$ cat config.mk
export PLATFORM = sky130hd
export DESIGN_NAME = cidi_indicator
export DESIGN_NICKNAME = d
export VERILOG_FILES = /design/src/rtl/cidi_unused_placeholder_removed.v /design/src/rtl/cidi_slot.v /design/src/rtl/cidi_indicator.v
export VERILOG_INCLUDE_DIRS = /design/src /design/src/common
export SDC_FILE = /design/constraint.sdc
export NUM_CORES = 1
export LEC_CHECK = 0
export CAP_MARGIN = 20
export CELL_PAD_IN_SITES_DETAIL_PLACEMENT = 1
export CELL_PAD_IN_SITES_GLOBAL_PLACEMENT = 1
export CORE_ASPECT_RATIO = 1.5
export CORE_MARGIN = 1
export CORE_UTILIZATION = 37
export CTS_BUF_LIST = sky130_fd_sc_hd__clkbuf_16
export DETAILED_ROUTE_END_ITERATION = 10
export DONT_BUFFER_PORTS = 1
export PLACE_DENSITY_LB_ADDON = 0.1
export SYNTH_ARGS = -nofsm -noshare
export SYNTH_HDL_FRONTEND = slang
export SYNTH_SLANG_ARGS = --single-unit
$ cat constraint.sdc
create_clock -name pclk -period 4 [get_ports pclk]
set_input_delay 0.8 -clock pclk [delete_from_list [all_inputs] [get_ports pclk]]
set_output_delay 0.8 -clock pclk [all_outputs]
set_load 0.01 [all_outputs]
$ cat src/common/cidi_consts.vh
// Register offsets, field positions, reset values and codes of the CAN interrupt indicator.
`ifndef CIDI_CONSTS_VH
`define CIDI_CONSTS_VH
// ----------------------------------------------------------------------------
// Register byte offsets
// ----------------------------------------------------------------------------
`define CIDI_OFS_SOURCE_CODE 8'h00
`define CIDI_OFS_RX_ERR 8'h04
`define CIDI_OFS_TX_ERR 8'h08
`define CIDI_OFS_CONTROL 8'h0C
`define CIDI_OFS_STATUS 8'h10
`define CIDI_OFS_SLOT_BASE 8'h40
`define CIDI_OFS_EXT_IRQ_EN 8'hE8
// ----------------------------------------------------------------------------
// Field positions
// ----------------------------------------------------------------------------
`define CIDI_CTL_SOFT_RESET 0
`define CIDI_CTL_ERROR_IRQ_EN 1
`define CIDI_CTL_STATUS_IRQ_EN 2
`define CIDI_EIE_CAN_B 5
`define CIDI_SLOT_READY 7
`define CIDI_SLOT_TX_EN 6
`define CIDI_SLOT_RX_EN 5
`define CIDI_SLOT_REQ 4
// ----------------------------------------------------------------------------
// Reset values and indicator codes
// ----------------------------------------------------------------------------
`define CIDI_RST_BYTE 8'h00
`define CIDI_CODE_NONE 8'h00
`define CIDI_CODE_STATUS 8'h01
`define CIDI_CODE_SLOT15 8'h02
`define CIDI_CODE_SLOT1 8'h03
`define CIDI_NUM_SLOTS 15
`endif

$ cat src/rtl/cidi_unused_placeholder_removed.v
// Intentionally empty design unit list terminator.
`timescale 1ns/1ps

$ cat src/rtl/cidi_slot.v
// One message slot control register: ready, interrupt enables and request flag.
`timescale 1ns/1ps
`include "cidi_consts.vh"
module cidi_slot #(
   parameter RX_ONLY = 0
) (
   input wire pclk,
   input wire presetn,
   input wire soft_reset,
   input wire wr_en,
   input wire [7:0] wdata,
   input wire tx_done,
   input wire rx_stored,
   output reg slot_ready,
   output reg slot_tx_irq_en,
   output reg slot_rx_irq_en,
   output reg slot_irq_request
);
   wire tx_set;
   wire rx_set;
   wire req_set;
   wire req_clr;

   // Events only count while the slot is ready; a slot that is not ready still keeps a request already set.
   assign tx_set = (RX_ONLY == 0) && slot_tx_irq_en && tx_done && slot_ready;
   assign rx_set = slot_rx_irq_en && rx_stored && slot_ready;
   assign req_set = tx_set || rx_set;
   // Software may only clear the request; writing a one leaves it alone.
   assign req_clr = wr_en && !wdata[`CIDI_SLOT_REQ];

   // ----------------------------------------------------------------------------
   // Control flops
   // ----------------------------------------------------------------------------
   // A new event wins over a clear in the same cycle so that no completion is lost.
   always @(posedge pclk or negedge presetn) begin
      if (!presetn) begin
         slot_ready <= 1'b0;
         slot_tx_irq_en <= 1'b0;
         slot_rx_irq_en <= 1'b0;
         slot_irq_request <= 1'b0;
      end else if (soft_reset) begin
         slot_ready <= 1'b0;
         slot_tx_irq_en <= 1'b0;
         slot_rx_irq_en <= 1'b0;
         slot_irq_request <= 1'b0;
      end else begin
         if (wr_en) begin
            slot_ready <= wdata[`CIDI_SLOT_READY];
            slot_tx_irq_en <= wdata[`CIDI_SLOT_TX_EN];
            slot_rx_irq_en <= wdata[`CIDI_SLOT_RX_EN];
         end
         if (req_set) begin
            slot_irq_request <= 1'b1;
         end else if (req_clr) begin
            slot_irq_request <= 1'b0;
         end
      end
   end
endmodule // cidi_slot

$ cat src/rtl/cidi_indicator.v
// CAN interrupt source indicator with APB register access and fifteen message slots.
//
// Operation
// - Codes: 00h none, 01h status change, 02h slot 15, 03h-10h slots 1-14.
// - Indicator register clears to zero on reset.
// - Displayed code holds until its source is acknowledged and removed.
// - Status read acknowledges status change; clearing slot request acknowledges a slot.
// - Simultaneous new sources while idle: higher priority one is displayed.
// - Interrupt request is active whenever the indicator is non-zero; here it follows the indicator one cycle later.
// - After clearing, indicator shows highest remaining active source or zero.
// - Status change counts only when changed, enabled, and internal state set.
// - A slot is an active source whenever its request bit is set.
// - Receive error count accumulates; transmit error count writes load it too.
// - Receive error count clears on hardware reset and CAN soft reset.
// - Extended enable bit five gates the CAN B interrupt; all bits reset zero.
// - A slot whose ready bit is zero takes part in no activity; here it only ignores new events, and a request already set stays active.
// - Slot ready bits clear on hardware reset and CAN soft reset.
// - Transmit enable lets a successful transmission set the slot request.
// - Receive enable lets a stored reception set the slot request.
// - Any status register read clears the pending status change.
`timescale 1ns/1ps
`include "cidi_consts.vh"
module cidi_indicator #(
   parameter ADDR_W = 8
) (
   input wire pclk,
   input wire presetn,
   input wire psel,
   input wire penable,
   input wire pwrite,
   input wire [ADDR_W-1:0] paddr,
   input wire [31:0] pwdata,
   input wire [3:0] pstrb,
   output wire pready,
   output reg [31:0] prdata,
   output reg pslverr,
   input wire [7:0] can_status_reg,
   input wire status_change_evt,
   input wire error_change_evt,
   input wire rx_error_inc,
   input wire [14:0] slot_tx_done,
   input wire [14:0] slot_rx_stored,
   output wire [14:0] slot_ready,
   output wire can_soft_reset,
   output reg can_irq_request,
   output reg can_b_irq
);
   // ----------------------------------------------------------------------------
   // Declarations
   // ----------------------------------------------------------------------------
   reg [7:0] extended_irq_enable;
   reg [7:0] can_irq_source_code;
   reg [7:0] rx_error_count;
   reg [7:0] tx_error_count;
   reg [7:0] control;
   reg status_pending;
   reg [7:0] next_code;
   reg [7:0] rd_byte;
   reg rd_hit;
   reg displayed_active;
   wire setup;
   wire access;
   wire wr_access;
   wire rd_access;
   wire lane0;
   wire [5:0] word_idx;
   wire [5:0] slot_base_idx;
   wire in_slot_range;
   wire [3:0] slot_num;
   wire [14:0] slot_wr;
   wire [14:0] slot_tx_en;
   wire [14:0] slot_rx_en;
   wire [14:0] slot_req;
   wire error_irq_en;
   wire status_irq_en;
   wire status_raise;
   wire status_read;
   wire [7:0] slot_base_ofs;
   wire [5:0] slot_ofs;
   wire wr_any;
   wire wr_ext;
   wire wr_ctl;
   wire wr_txerr;
   wire code_nonzero;
   // Each combinational loop has its own index so no variable has two drivers.
   integer i_pri;
   integer i_act;
   integer i_rd;

   // ----------------------------------------------------------------------------
   // APB decode
   // ----------------------------------------------------------------------------
   // Zero wait states: read data is captured during setup so it is stable in access.
   assign pready = 1'b1;
   assign setup = psel && !penable;
   assign access = psel && penable;
   assign wr_access = access && pwrite;
   assign rd_access = access && !pwrite;
   // Only the low byte lane carries register data; other lanes are ignored.
   assign lane0 = pstrb[0];
   assign word_idx = paddr[7:2];
   assign slot_base_ofs = `CIDI_OFS_SLOT_BASE;
   assign slot_base_idx = slot_base_ofs[7:2];
   assign in_slot_range = (word_idx >= slot_base_idx) &&
                          (word_idx < slot_base_idx + `CIDI_NUM_SLOTS);
   // Slot number 1..15 from the word index.
   assign slot_ofs = word_idx - slot_base_idx + 6'h01;
   assign slot_num = slot_ofs[3:0];

   // Write strobes of the plain registers; a write with the low lane off is dropped.
   assign wr_any = wr_access && lane0;
   assign wr_ext = wr_any && (paddr[7:0] == `CIDI_OFS_EXT_IRQ_EN);
   assign wr_ctl = wr_any && (paddr[7:0] == `CIDI_OFS_CONTROL);
   assign wr_txerr = wr_any && (paddr[7:0] == `CIDI_OFS_TX_ERR);

   // Control bits drive the soft reset and the two status-change enables.
   assign can_soft_reset = control[`CIDI_CTL_SOFT_RESET];
   assign error_irq_en = control[`CIDI_CTL_ERROR_IRQ_EN];
   assign status_irq_en = control[`CIDI_CTL_STATUS_IRQ_EN];

   // ----------------------------------------------------------------------------
   // Message slots
   // ----------------------------------------------------------------------------
   // Slot n lives at bit n-1 of every slot vector; slot 15 never transmits.
   genvar g;
   generate
      for (g = 0; g < `CIDI_NUM_SLOTS; g = g + 1) begin : gen_slot
         // Each slot decodes its own write strobe from the shared slot number.
         assign slot_wr[g] = wr_any && in_slot_range && (slot_num == g + 1);
         cidi_slot #(
            .RX_ONLY((g == `CIDI_NUM_SLOTS - 1) ? 1 : 0)
         ) u_slot (
            .pclk(pclk),
            .presetn(presetn),
            .soft_reset(can_soft_reset),
            .wr_en(slot_wr[g]),
            .wdata(pwdata[7:0]),
            .tx_done(slot_tx_done[g]),
            .rx_stored(slot_rx_stored[g]),
            .slot_ready(slot_ready[g]),
            .slot_tx_irq_en(slot_tx_en[g]),
            .slot_rx_irq_en(slot_rx_en[g]),
            .slot_irq_request(slot_req[g])
         );
      end
   endgenerate

   // ----------------------------------------------------------------------------
   // Software registers
   // ----------------------------------------------------------------------------
   // The soft reset bit stays writable so software can release it again.
   always @(posedge pclk or negedge presetn) begin
      if (!presetn) begin
         control <= `CIDI_RST_BYTE;
      end else if (wr_ctl) begin
         control <= pwdata[7:0];
      end
   end

   // Only bit five is used here; the other enables are kept for software.
   always @(posedge pclk or negedge presetn) begin
      if (!presetn) begin
         extended_irq_enable <= `CIDI_RST_BYTE;
      end else if (wr_ext) begin
         extended_irq_enable <= pwdata[7:0];
      end
   end

   // Software copy of the transmit count; loading it also loads the receive count.
   always @(posedge pclk or negedge presetn) begin
      if (!presetn) begin
         tx_error_count <= `CIDI_RST_BYTE;
      end else if (wr_txerr) begin
         tx_error_count <= pwdata[7:0];
      end
   end

   // ----------------------------------------------------------------------------
   // Receive error counter
   // ----------------------------------------------------------------------------
   // A software load takes precedence over a counted error in the same cycle.
   // The count saturates at the top rather than wrapping to a misleading small value.
   always @(posedge pclk or negedge presetn) begin
      if (!presetn) begin
         rx_error_count <= `CIDI_RST_BYTE;
      end else if (can_soft_reset) begin
         rx_error_count <= `CIDI_RST_BYTE;
      end else if (wr_txerr) begin
         rx_error_count <= pwdata[7:0];
      end else if (rx_error_inc && (rx_error_count != 8'hFF)) begin
         rx_error_count <= rx_error_count + 8'h01;
      end
   end

   // ----------------------------------------------------------------------------
   // Status change interrupt state
   // ----------------------------------------------------------------------------
   // Only enabled kinds of change arm the state; a read of the status register
   // clears it, but a change in that very cycle re-arms it so nothing is lost.
   assign status_raise = (status_change_evt && status_irq_en) ||
                         (error_change_evt && error_irq_en);
   assign status_read = rd_access && (paddr[7:0] == `CIDI_OFS_STATUS);

   always @(posedge pclk or negedge presetn) begin
      if (!presetn) begin
         status_pending <= 1'b0;
      end else if (can_soft_reset) begin
         status_pending <= 1'b0;
      end else if (status_raise) begin
         status_pending <= 1'b1;
      end else if (status_read) begin
         status_pending <= 1'b0;
      end
   end

   // ----------------------------------------------------------------------------
   // Priority selection
   // ----------------------------------------------------------------------------
   // Status change beats slot 15, which beats slots 1..14 in ascending order.
   always @* begin
      next_code = `CIDI_CODE_NONE;
      for (i_pri = `CIDI_NUM_SLOTS - 2; i_pri >= 0; i_pri = i_pri - 1) begin
         if (slot_req[i_pri]) begin
            next_code = `CIDI_CODE_SLOT1 + i_pri[7:0];
         end
      end
      if (slot_req[`CIDI_NUM_SLOTS - 1]) begin
         next_code = `CIDI_CODE_SLOT15;
      end
      if (status_pending) begin
         next_code = `CIDI_CODE_STATUS;
      end
   end

   // Is the source behind the displayed code still pending?
   always @* begin
      displayed_active = 1'b0;
      if (can_irq_source_code == `CIDI_CODE_STATUS) begin
         displayed_active = status_pending;
      end else if (can_irq_source_code == `CIDI_CODE_SLOT15) begin
         displayed_active = slot_req[`CIDI_NUM_SLOTS - 1];
      end else begin
         for (i_act = 0; i_act < `CIDI_NUM_SLOTS - 1; i_act = i_act + 1) begin
            if (can_irq_source_code == `CIDI_CODE_SLOT1 + i_act[7:0]) begin
               displayed_active = slot_req[i_act];
            end
         end
      end
   end

   // ----------------------------------------------------------------------------
   // Indicator and interrupt outputs
   // ----------------------------------------------------------------------------
   // The displayed code is sticky: a newer, higher source waits until the shown
   // one is removed. Everything is registered so reads see a stable code.
   always @(posedge pclk or negedge presetn) begin
      if (!presetn) begin
         can_irq_source_code <= `CIDI_CODE_NONE;
      end else if (!displayed_active) begin
         can_irq_source_code <= next_code;
      end else begin
         can_irq_source_code <= can_irq_source_code;
      end
   end

   // Both request lines look at the registered code, never at the live sources.
   assign code_nonzero = (can_irq_source_code != `CIDI_CODE_NONE);

   // The request follows the registered code by one cycle, so it never glitches.
   always @(posedge pclk or negedge presetn) begin
      if (!presetn) begin
         can_irq_request <= 1'b0;
      end else begin
         can_irq_request <= code_nonzero;
      end
   end

   // The CAN B line is the same request gated by its enable; masking loses no source.
   always @(posedge pclk or negedge presetn) begin
      if (!presetn) begin
         can_b_irq <= 1'b0;
      end else begin
         can_b_irq <= code_nonzero && extended_irq_enable[`CIDI_EIE_CAN_B];
      end
   end

   // ----------------------------------------------------------------------------
   // Read multiplexer
   // ----------------------------------------------------------------------------
   // Slot registers show ready, enables and request in their documented bits.
   always @* begin
      rd_byte = 8'h00;
      rd_hit = 1'b1;
      case (paddr[7:0])
         `CIDI_OFS_SOURCE_CODE: begin
            rd_byte = can_irq_source_code;
         end
         `CIDI_OFS_RX_ERR: begin
            rd_byte = rx_error_count;
         end
         `CIDI_OFS_TX_ERR: begin
            rd_byte = tx_error_count;
         end
         `CIDI_OFS_CONTROL: begin
            rd_byte = control;
         end
         `CIDI_OFS_STATUS: begin
            rd_byte = can_status_reg;
         end
         `CIDI_OFS_EXT_IRQ_EN: begin
            rd_byte = extended_irq_enable;
         end
         default: begin
            // A slot register needs an aligned address; a stray byte address answers with pslverr.
            rd_hit = in_slot_range && (paddr[1:0] == 2'b00);
            for (i_rd = 0; i_rd < `CIDI_NUM_SLOTS; i_rd = i_rd + 1) begin
               if (in_slot_range && (slot_num == i_rd + 1)) begin
                  rd_byte[`CIDI_SLOT_READY] = slot_ready[i_rd];
                  rd_byte[`CIDI_SLOT_TX_EN] = slot_tx_en[i_rd];
                  rd_byte[`CIDI_SLOT_RX_EN] = slot_rx_en[i_rd];
                  rd_byte[`CIDI_SLOT_REQ] = slot_req[i_rd];
               end
            end
         end
      endcase
   end

   // Capture read data and the error answer in the setup cycle.
   // Unmapped addresses answer with pslverr and read as zero; a stray byte address in a slot word reads that slot.
   always @(posedge pclk or negedge presetn) begin
      if (!presetn) begin
         prdata <= 32'h00000000;
         pslverr <= 1'b0;
      end else if (setup) begin
         prdata <= {24'h000000, rd_byte};
         pslverr <= !rd_hit;
      end
   end
endmodule // cidi_indicator

Word-level counts from Yosys, hierarchy flattened
Index checks and enable logic that the tools add are counted.
{ "totals": {"output_inout_bits": 52, "register_bits": 112, "inputBits": 90, "elab_cells": 477} }
{ "classes": {"n_reduce_logical": 174, "addsub": 3, "order_cmp": 2, "muxes": 191, "n_eq_ne": 37} }
{ "op_table": {"columns": ["op", "count"], "rows": [
  ["two-way mux 1 bit", 155],
  ["two-way mux 8 bit", 18],
  ["logical AND 1 bit", 119],
  ["== test 8 x 4 -> 1 bit, second input constant", 10],
  ["two-way mux 4 bit", 15],
  ["nonzero test 3 bit", 17],
  ["case mux 4 bit (6 select lines)", 2],
  ["== test 8 x 3 -> 1 bit, second input constant", 5],
  ["== test 4 bit, second input constant", 8],
  ["nonzero test 2 bit", 15],
  ["== test 4 x 3 -> 1 bit, second input constant", 4],
  ["== test 8 x 2 -> 1 bit, second input constant", 2],
  ["== test 8 x 5 -> 1 bit, second input constant", 2],
  ["logical OR 1 bit", 15],
  ["adder 8 x 1 -> 8 bit, second input constant", 1],
  ["== test 4 x 2 -> 1 bit, second input constant", 2],
  ["== test 8 x 1 -> 1 bit, second input constant", 1],
  ["== test 8 bit, second input constant", 1],
  ["logical NOT 8 bit", 1],
  ["!= test 8 bit, second input constant", 1],
  ["nonzero test 8 bit", 1],
  ["greater-or-equal comparator 6 x 5 -> 1 bit, second input constant", 1],
  ["< comparator 6 x 5 -> 1 bit, second input constant", 1],
  ["OR reduction 6 bit", 1],
  ["other kinds (6)", 9]
]} }

Logic depth before layout (Yosys ltp)
{ "depth": {"word_depth": 20, "mapped_depth": 8, "ltp_nobuf": 6} }

By module
Synthesis repeated with hierarchy kept, for this count alone.
{ "hier_totals": {"hier_cells": 684, "area_unflattened_um2": 6587.6} }
{ "modules_own_cells": {"columns": ["module", "cells_each", "seq_area_each_um2", "instances", "area_per_inst_um2"], "rows": [
  ["cidi_indicator", 460, 1226.2, 1, 3880.0],
  ["cidi_slot (gen_slot[0].u_slot ...)", 15, 100.1, 14, 181.4],
  ["cidi_slot (gen_slot[14].u_slot)", 14, 100.1, 1, 167.7]
]} }

Worst setup path before layout
No wires, ideal clock.
{ "synth_timing": {"path_type": "input-to-reg", "start": "input paddr[7]", "end": "register gen_slot[0].u_slot.slot_rx_irq_en", "setup_slack_ns": 1.631, "required_time_ns": 3.868, "stages": 8, "setup_ns": 0.132, "arrival_ns": 2.237, "path_buffers": 2, "path_cell_list": "nand2b_4 or2_1 buf_2 or3_1 buf_2 or3_1 mux2i_1 nor2_1"} }
{ "synth_via": {"elab_chain_len": 5, "elab_cells_between_ends": 6, "classes_between": "order compare: 2; reduce/logical: 4"} }
{ "synth_rtl": {"columns": ["item", "line_no", "source"], "rows": [
  ["start, declared", "cidi_indicator.v:31", "input wire [ADDR_W-1:0] paddr,"],
  ["greater-or-equal comparator 6 x 5 -> 1 bit / < comparator 6 x 5 -> 1 bit (equally long branches)", null, null],
  ["logical AND 1 bit (*)", "cidi_indicator.v:104", "assign in_slot_range = (word_idx >= slot_base_idx) &&"],
  ["logical AND 1 bit (*) (2 in a row)", "cidi_indicator.v:129", "assign slot_wr[g] = wr_any && in_slot_range && (slot_num == g + 1);"],
  ["nonzero test 2 bit (no line) (*)", null, null],
  ["end signal, assigned", "cidi_slot.v:50", "slot_rx_irq_en <= wdata[`CIDI_SLOT_RX_EN];"],
  ["end, declared", "cidi_slot.v:16", "output reg slot_rx_irq_en,"]
]} }
Every way passes the cells marked *; elsewhere a longest branch is shown, timed or not.
A chain may end at the register's enable or synchronous reset.

Worst setup path after layout
{ "layout_timing": {"start": "register can_irq_source_code[1]", "end": "register can_irq_source_code[2]"} }
{ "layout_via": {"elab_chain_len": 17, "elab_cells_between_ends": 32, "classes_between": "eq/ne: 16; mux: 16"} }
{ "layout_rtl": {"columns": ["item", "line_no", "source"], "rows": [
  ["start, declared", "cidi_indicator.v:52", "reg [7:0] can_irq_source_code;"],
  ["start signal, assigned", "cidi_indicator.v:258", "can_irq_source_code <= `CIDI_CODE_NONE;"],
  ["start signal, assigned", "cidi_indicator.v:260", "can_irq_source_code <= next_code;"],
  ["start signal, assigned", "cidi_indicator.v:262", "can_irq_source_code <= can_irq_source_code;"],
  ["== test 8 x 2 -> 1 bit", "cidi_indicator.v:244", "if (can_irq_source_code == `CIDI_CODE_SLOT1 + i_act[7:0]) begin"],
  ["two-way mux 1 bit (14 in a row)", "cidi_indicator.v:244", null],
  ["two-way mux 1 bit", "cidi_indicator.v:240", "end else if (can_irq_source_code == `CIDI_CODE_SLOT15) begin"],
  ["two-way mux 1 bit (*)", "cidi_indicator.v:238", "if (can_irq_source_code == `CIDI_CODE_STATUS) begin"]
]} }
Marks and branches as above.

==> results.tsv <==
metric	value	unit
first_pass_iters	4	
combPwrFrac	0.115	
pre_cts_ws	1.25	ns
final.period_utilization	0.632	
ant_nets	0	
initial_core_util	0.378	
worstPathArrival	2.78	ns
fp.coreArea	16800	um2
hold_violations	0	
critPathMaxFanout	13	
worst_clock_skew	0.00959	ns
ys_types	61	
hold_path.class	input pin to asynchronous set/reset pin	
area_delta_synth_final	3.95	%
place_congestion	0.855	
swShare	0.282	
vias	4866	
fillers	1924	
layout.nets	704	
ys_top_cells_by_area	dfrtp_1 (43%), mux4_2 (5.7%), mux2i_1 (5.4%)	
worstReg2RegStart	can_irq_source_code[1]	
port_buffers	0	
synth_ff_type	dfrtp_1	
hpwl	13700	um
die_h	162	um
syn_area	6330	um2
final_area	6580	um2
grtUsageTotal	0.233	
cts_made_buffers	9	
boundaryPins	142	
synth-edff-count	0	
root_buffer	clkbuf_16	
dp.cells	812	
synthTopCellsByCount	dfrtp_1 (109), nor2_1 (68), nand2_1 (65)	
clkLatencyLatePin	0.36	ns
slew_headroom	0.361	
cts_resized	0	
finalWirelength	19500	um
final-setup-viol-count	0	
antenna_found_initial	1	
die_w	109	um
wire_per_inst	23.5	um
outcome	complete, no violations	
netlist_instances	656	
rsz0062_at_grt	no	
drc	0	
ff2ff_path_depth	6	
crit_path_end_kind	flip-flop	
gr-total-overflow	0	
worst_pin_slew	0.949	ns
yosysSeqAreaShare	0.431	
criticalPathCategory	flip-flop to flip-flop	
cp_slowest_stage_delay	0.63	ns
synth_top_area_frac	0.431	
fin_ws	1.47	ns
cts_setup_buffers	0	
cts.sinks	109	
grt_pass1_wl	30100	um
p_int	1890	uW
finalSetupTns	0	ns
slew_violations	0	
synth-seq-cells	109	
cp_cell_sequence	mux4_2 -> nor3b_1 -> a211oi_1 -> o311ai_1 -> a22oi_2 -> mux2_2	
max_freq	396	MHz
viasPerCell	5.87	
place_area	6250	um2
first_global_vias	5200	
seq_power_share	0.492	
postCtsHoldBufs	0	
reg2reg_to	can_irq_source_code[2]	
drv_cap	0	
p_sw	741	uW
drive_gt1_frac	0.131	
max-vdd-ir-drop	0.227	mV
p_leak	0.00278	uW
synthArstFlopShare	1.00	
slowest_stage	dfrtp_1	
clk_pin_slew_worst_paths	0.08	ns
clockBufferDepth	2	
crit_required	4.25	ns
syn_avg_cell_area	9.65	um2
synth_most_common_cell	dfrtp_1	
die-area	17600	um2
power_density	399	nW/um2
grt_max_degree	110	
ys_warn_count	0	
fin_cells	829	
synth_largest_area_cell	dfrtp_1	
fin_util	0.393	
cts_tree	built	
drt-initial-drc-count	206	
row_count	58	
p_clk_frac	0.393	
fin_crit	2.53	ns
h-tree-depth	3	
reg2reg_slack	1.47	ns
start_kind	flip-flop	
[power by group through the flow]
stage	logic [uW]	clock network (uW)	registers [uW]
3_5_place_dp	300	0	1320
4_1_cts	304	1050	1300
2_1_floorplan	310	0	1260
5_1_grt	342	1090	1300
3_3_place_gp	294	0	1310
6_report	302	1030	1290
[through the flow]
step           hold slack [ns]  power (uW)
2_1_floorplan            0.472        1570
3_3_place_gp             0.481        1610
3_5_place_dp             0.490        1620
4_1_cts                  0.112        2650
5_1_grt                  0.105        2740
6_report                 0.122        2630
[cell families (layout without fill, tap and decap cells)]
| family | count (synthesis) | after routing | share of synthesized area |
|---|---|---|---|
| adder cells (fa/ha/maj) | 1 | 1 | 0.00198 |
| XOR/XNOR | 8 | 8 | 0.0111 |
| buffers and inverters | 95 | 34 | 0.0834 |
| AO/OA/AOI/OAI | 153 | 153 | 0.155 |
| AND/OR/NAND/NOR | 208 | 208 | 0.153 |
| other | 2 | 26 | 0.00119 |
| multiplexers | 80 | 80 | 0.164 |
| flip-flops | 109 | 109 | 0.431 |
[how the worst max path moves through the flow]
stage,slack [ns],startpoint,to
floorplan,1.63,paddr[7],gen_slot[0].u_slot.slot_rx_irq_en
global placement,1.30,paddr[7],rx_error_count[3]
detailed placement,1.25,paddr[7],rx_error_count[3]
CTS,1.47,can_irq_source_code[1],can_irq_source_code[2]
global route,1.27,can_irq_source_code[1],can_irq_source_code[2]
finish,1.47,can_irq_source_code[1],can_irq_source_code[2]
[placed cells by master (no fill, tap or decap), drive strengths merged, types with 5 or more instances in the layout]
cell,Yosys,layout
a221oi,5,5
buf,60,7
nor4,6,6
clkbuf,24,9
dfrtp,109,109
nor3,14,14
a211oi,11,11
conb,2,25
inv,11,14
mux2,30,30
a21oi,52,52
mux2i,34,34
a22oi,7,7
nand2,65,65
o31ai,9,9
nor2,70,70
nand2b,9,9
a22o,14,14
a31oi,6,6
mux4,16,16
nand3,20,20
xor2,5,5
o21ai,31,31
[sequential cells by signal, indices dropped and copies added, names as in the netlist, 5 cells and up]
name,count
prdata,8
tx_error_count,8
rx_error_count,8
gen_slot.u_slot.slot_irq_request,15
extended_irq_enable,8
gen_slot.u_slot.slot_tx_irq_en,15
gen_slot.u_slot.slot_rx_irq_en,15
can_irq_source_code,5
gen_slot.u_slot.slot_ready,15
control,8
[worst max-delay path, delay by kind of cell, from the launching register on]
kind	cells	cell delay (ns)
AOI/OAI and AO/OA	3	0.69
DFF	1	0.63
muxes	2	0.93
and+or+nand+nor	1	0.15
[layer usage]
metal	share of wire	vias up	GRT usage	routed length (um)
met5	0	-	0	0
met4	0.034	0	0.108	662
met3	0.033	33	0.0405	644
met2	0.53	111	0.410	10400
met1	0.40	2514	0.271	7780
li1	-	2208	-	-
[cell type report]
| cell class | count | area (um2) | share of cell area |
|---|---|---|---|
| Antenna cell | 1 | 2.50 | 0.000380 |
| Clock buffer | 9 | 225 | 0.0342 |
| Clock inverter | 7 | 106 | 0.0162 |
| Inverter | 11 | 41.3 | 0.00627 |
| Multi-Input combinational cell | 475 | 3160 | 0.480 |
| Sequential cell | 109 | 2730 | 0.415 |
| Tap cell | 210 | 263 | 0.0399 |
| Timing Repair Buffer | 7 | 52.6 | 0.00799 |
(Power assumes the default switching activity.)
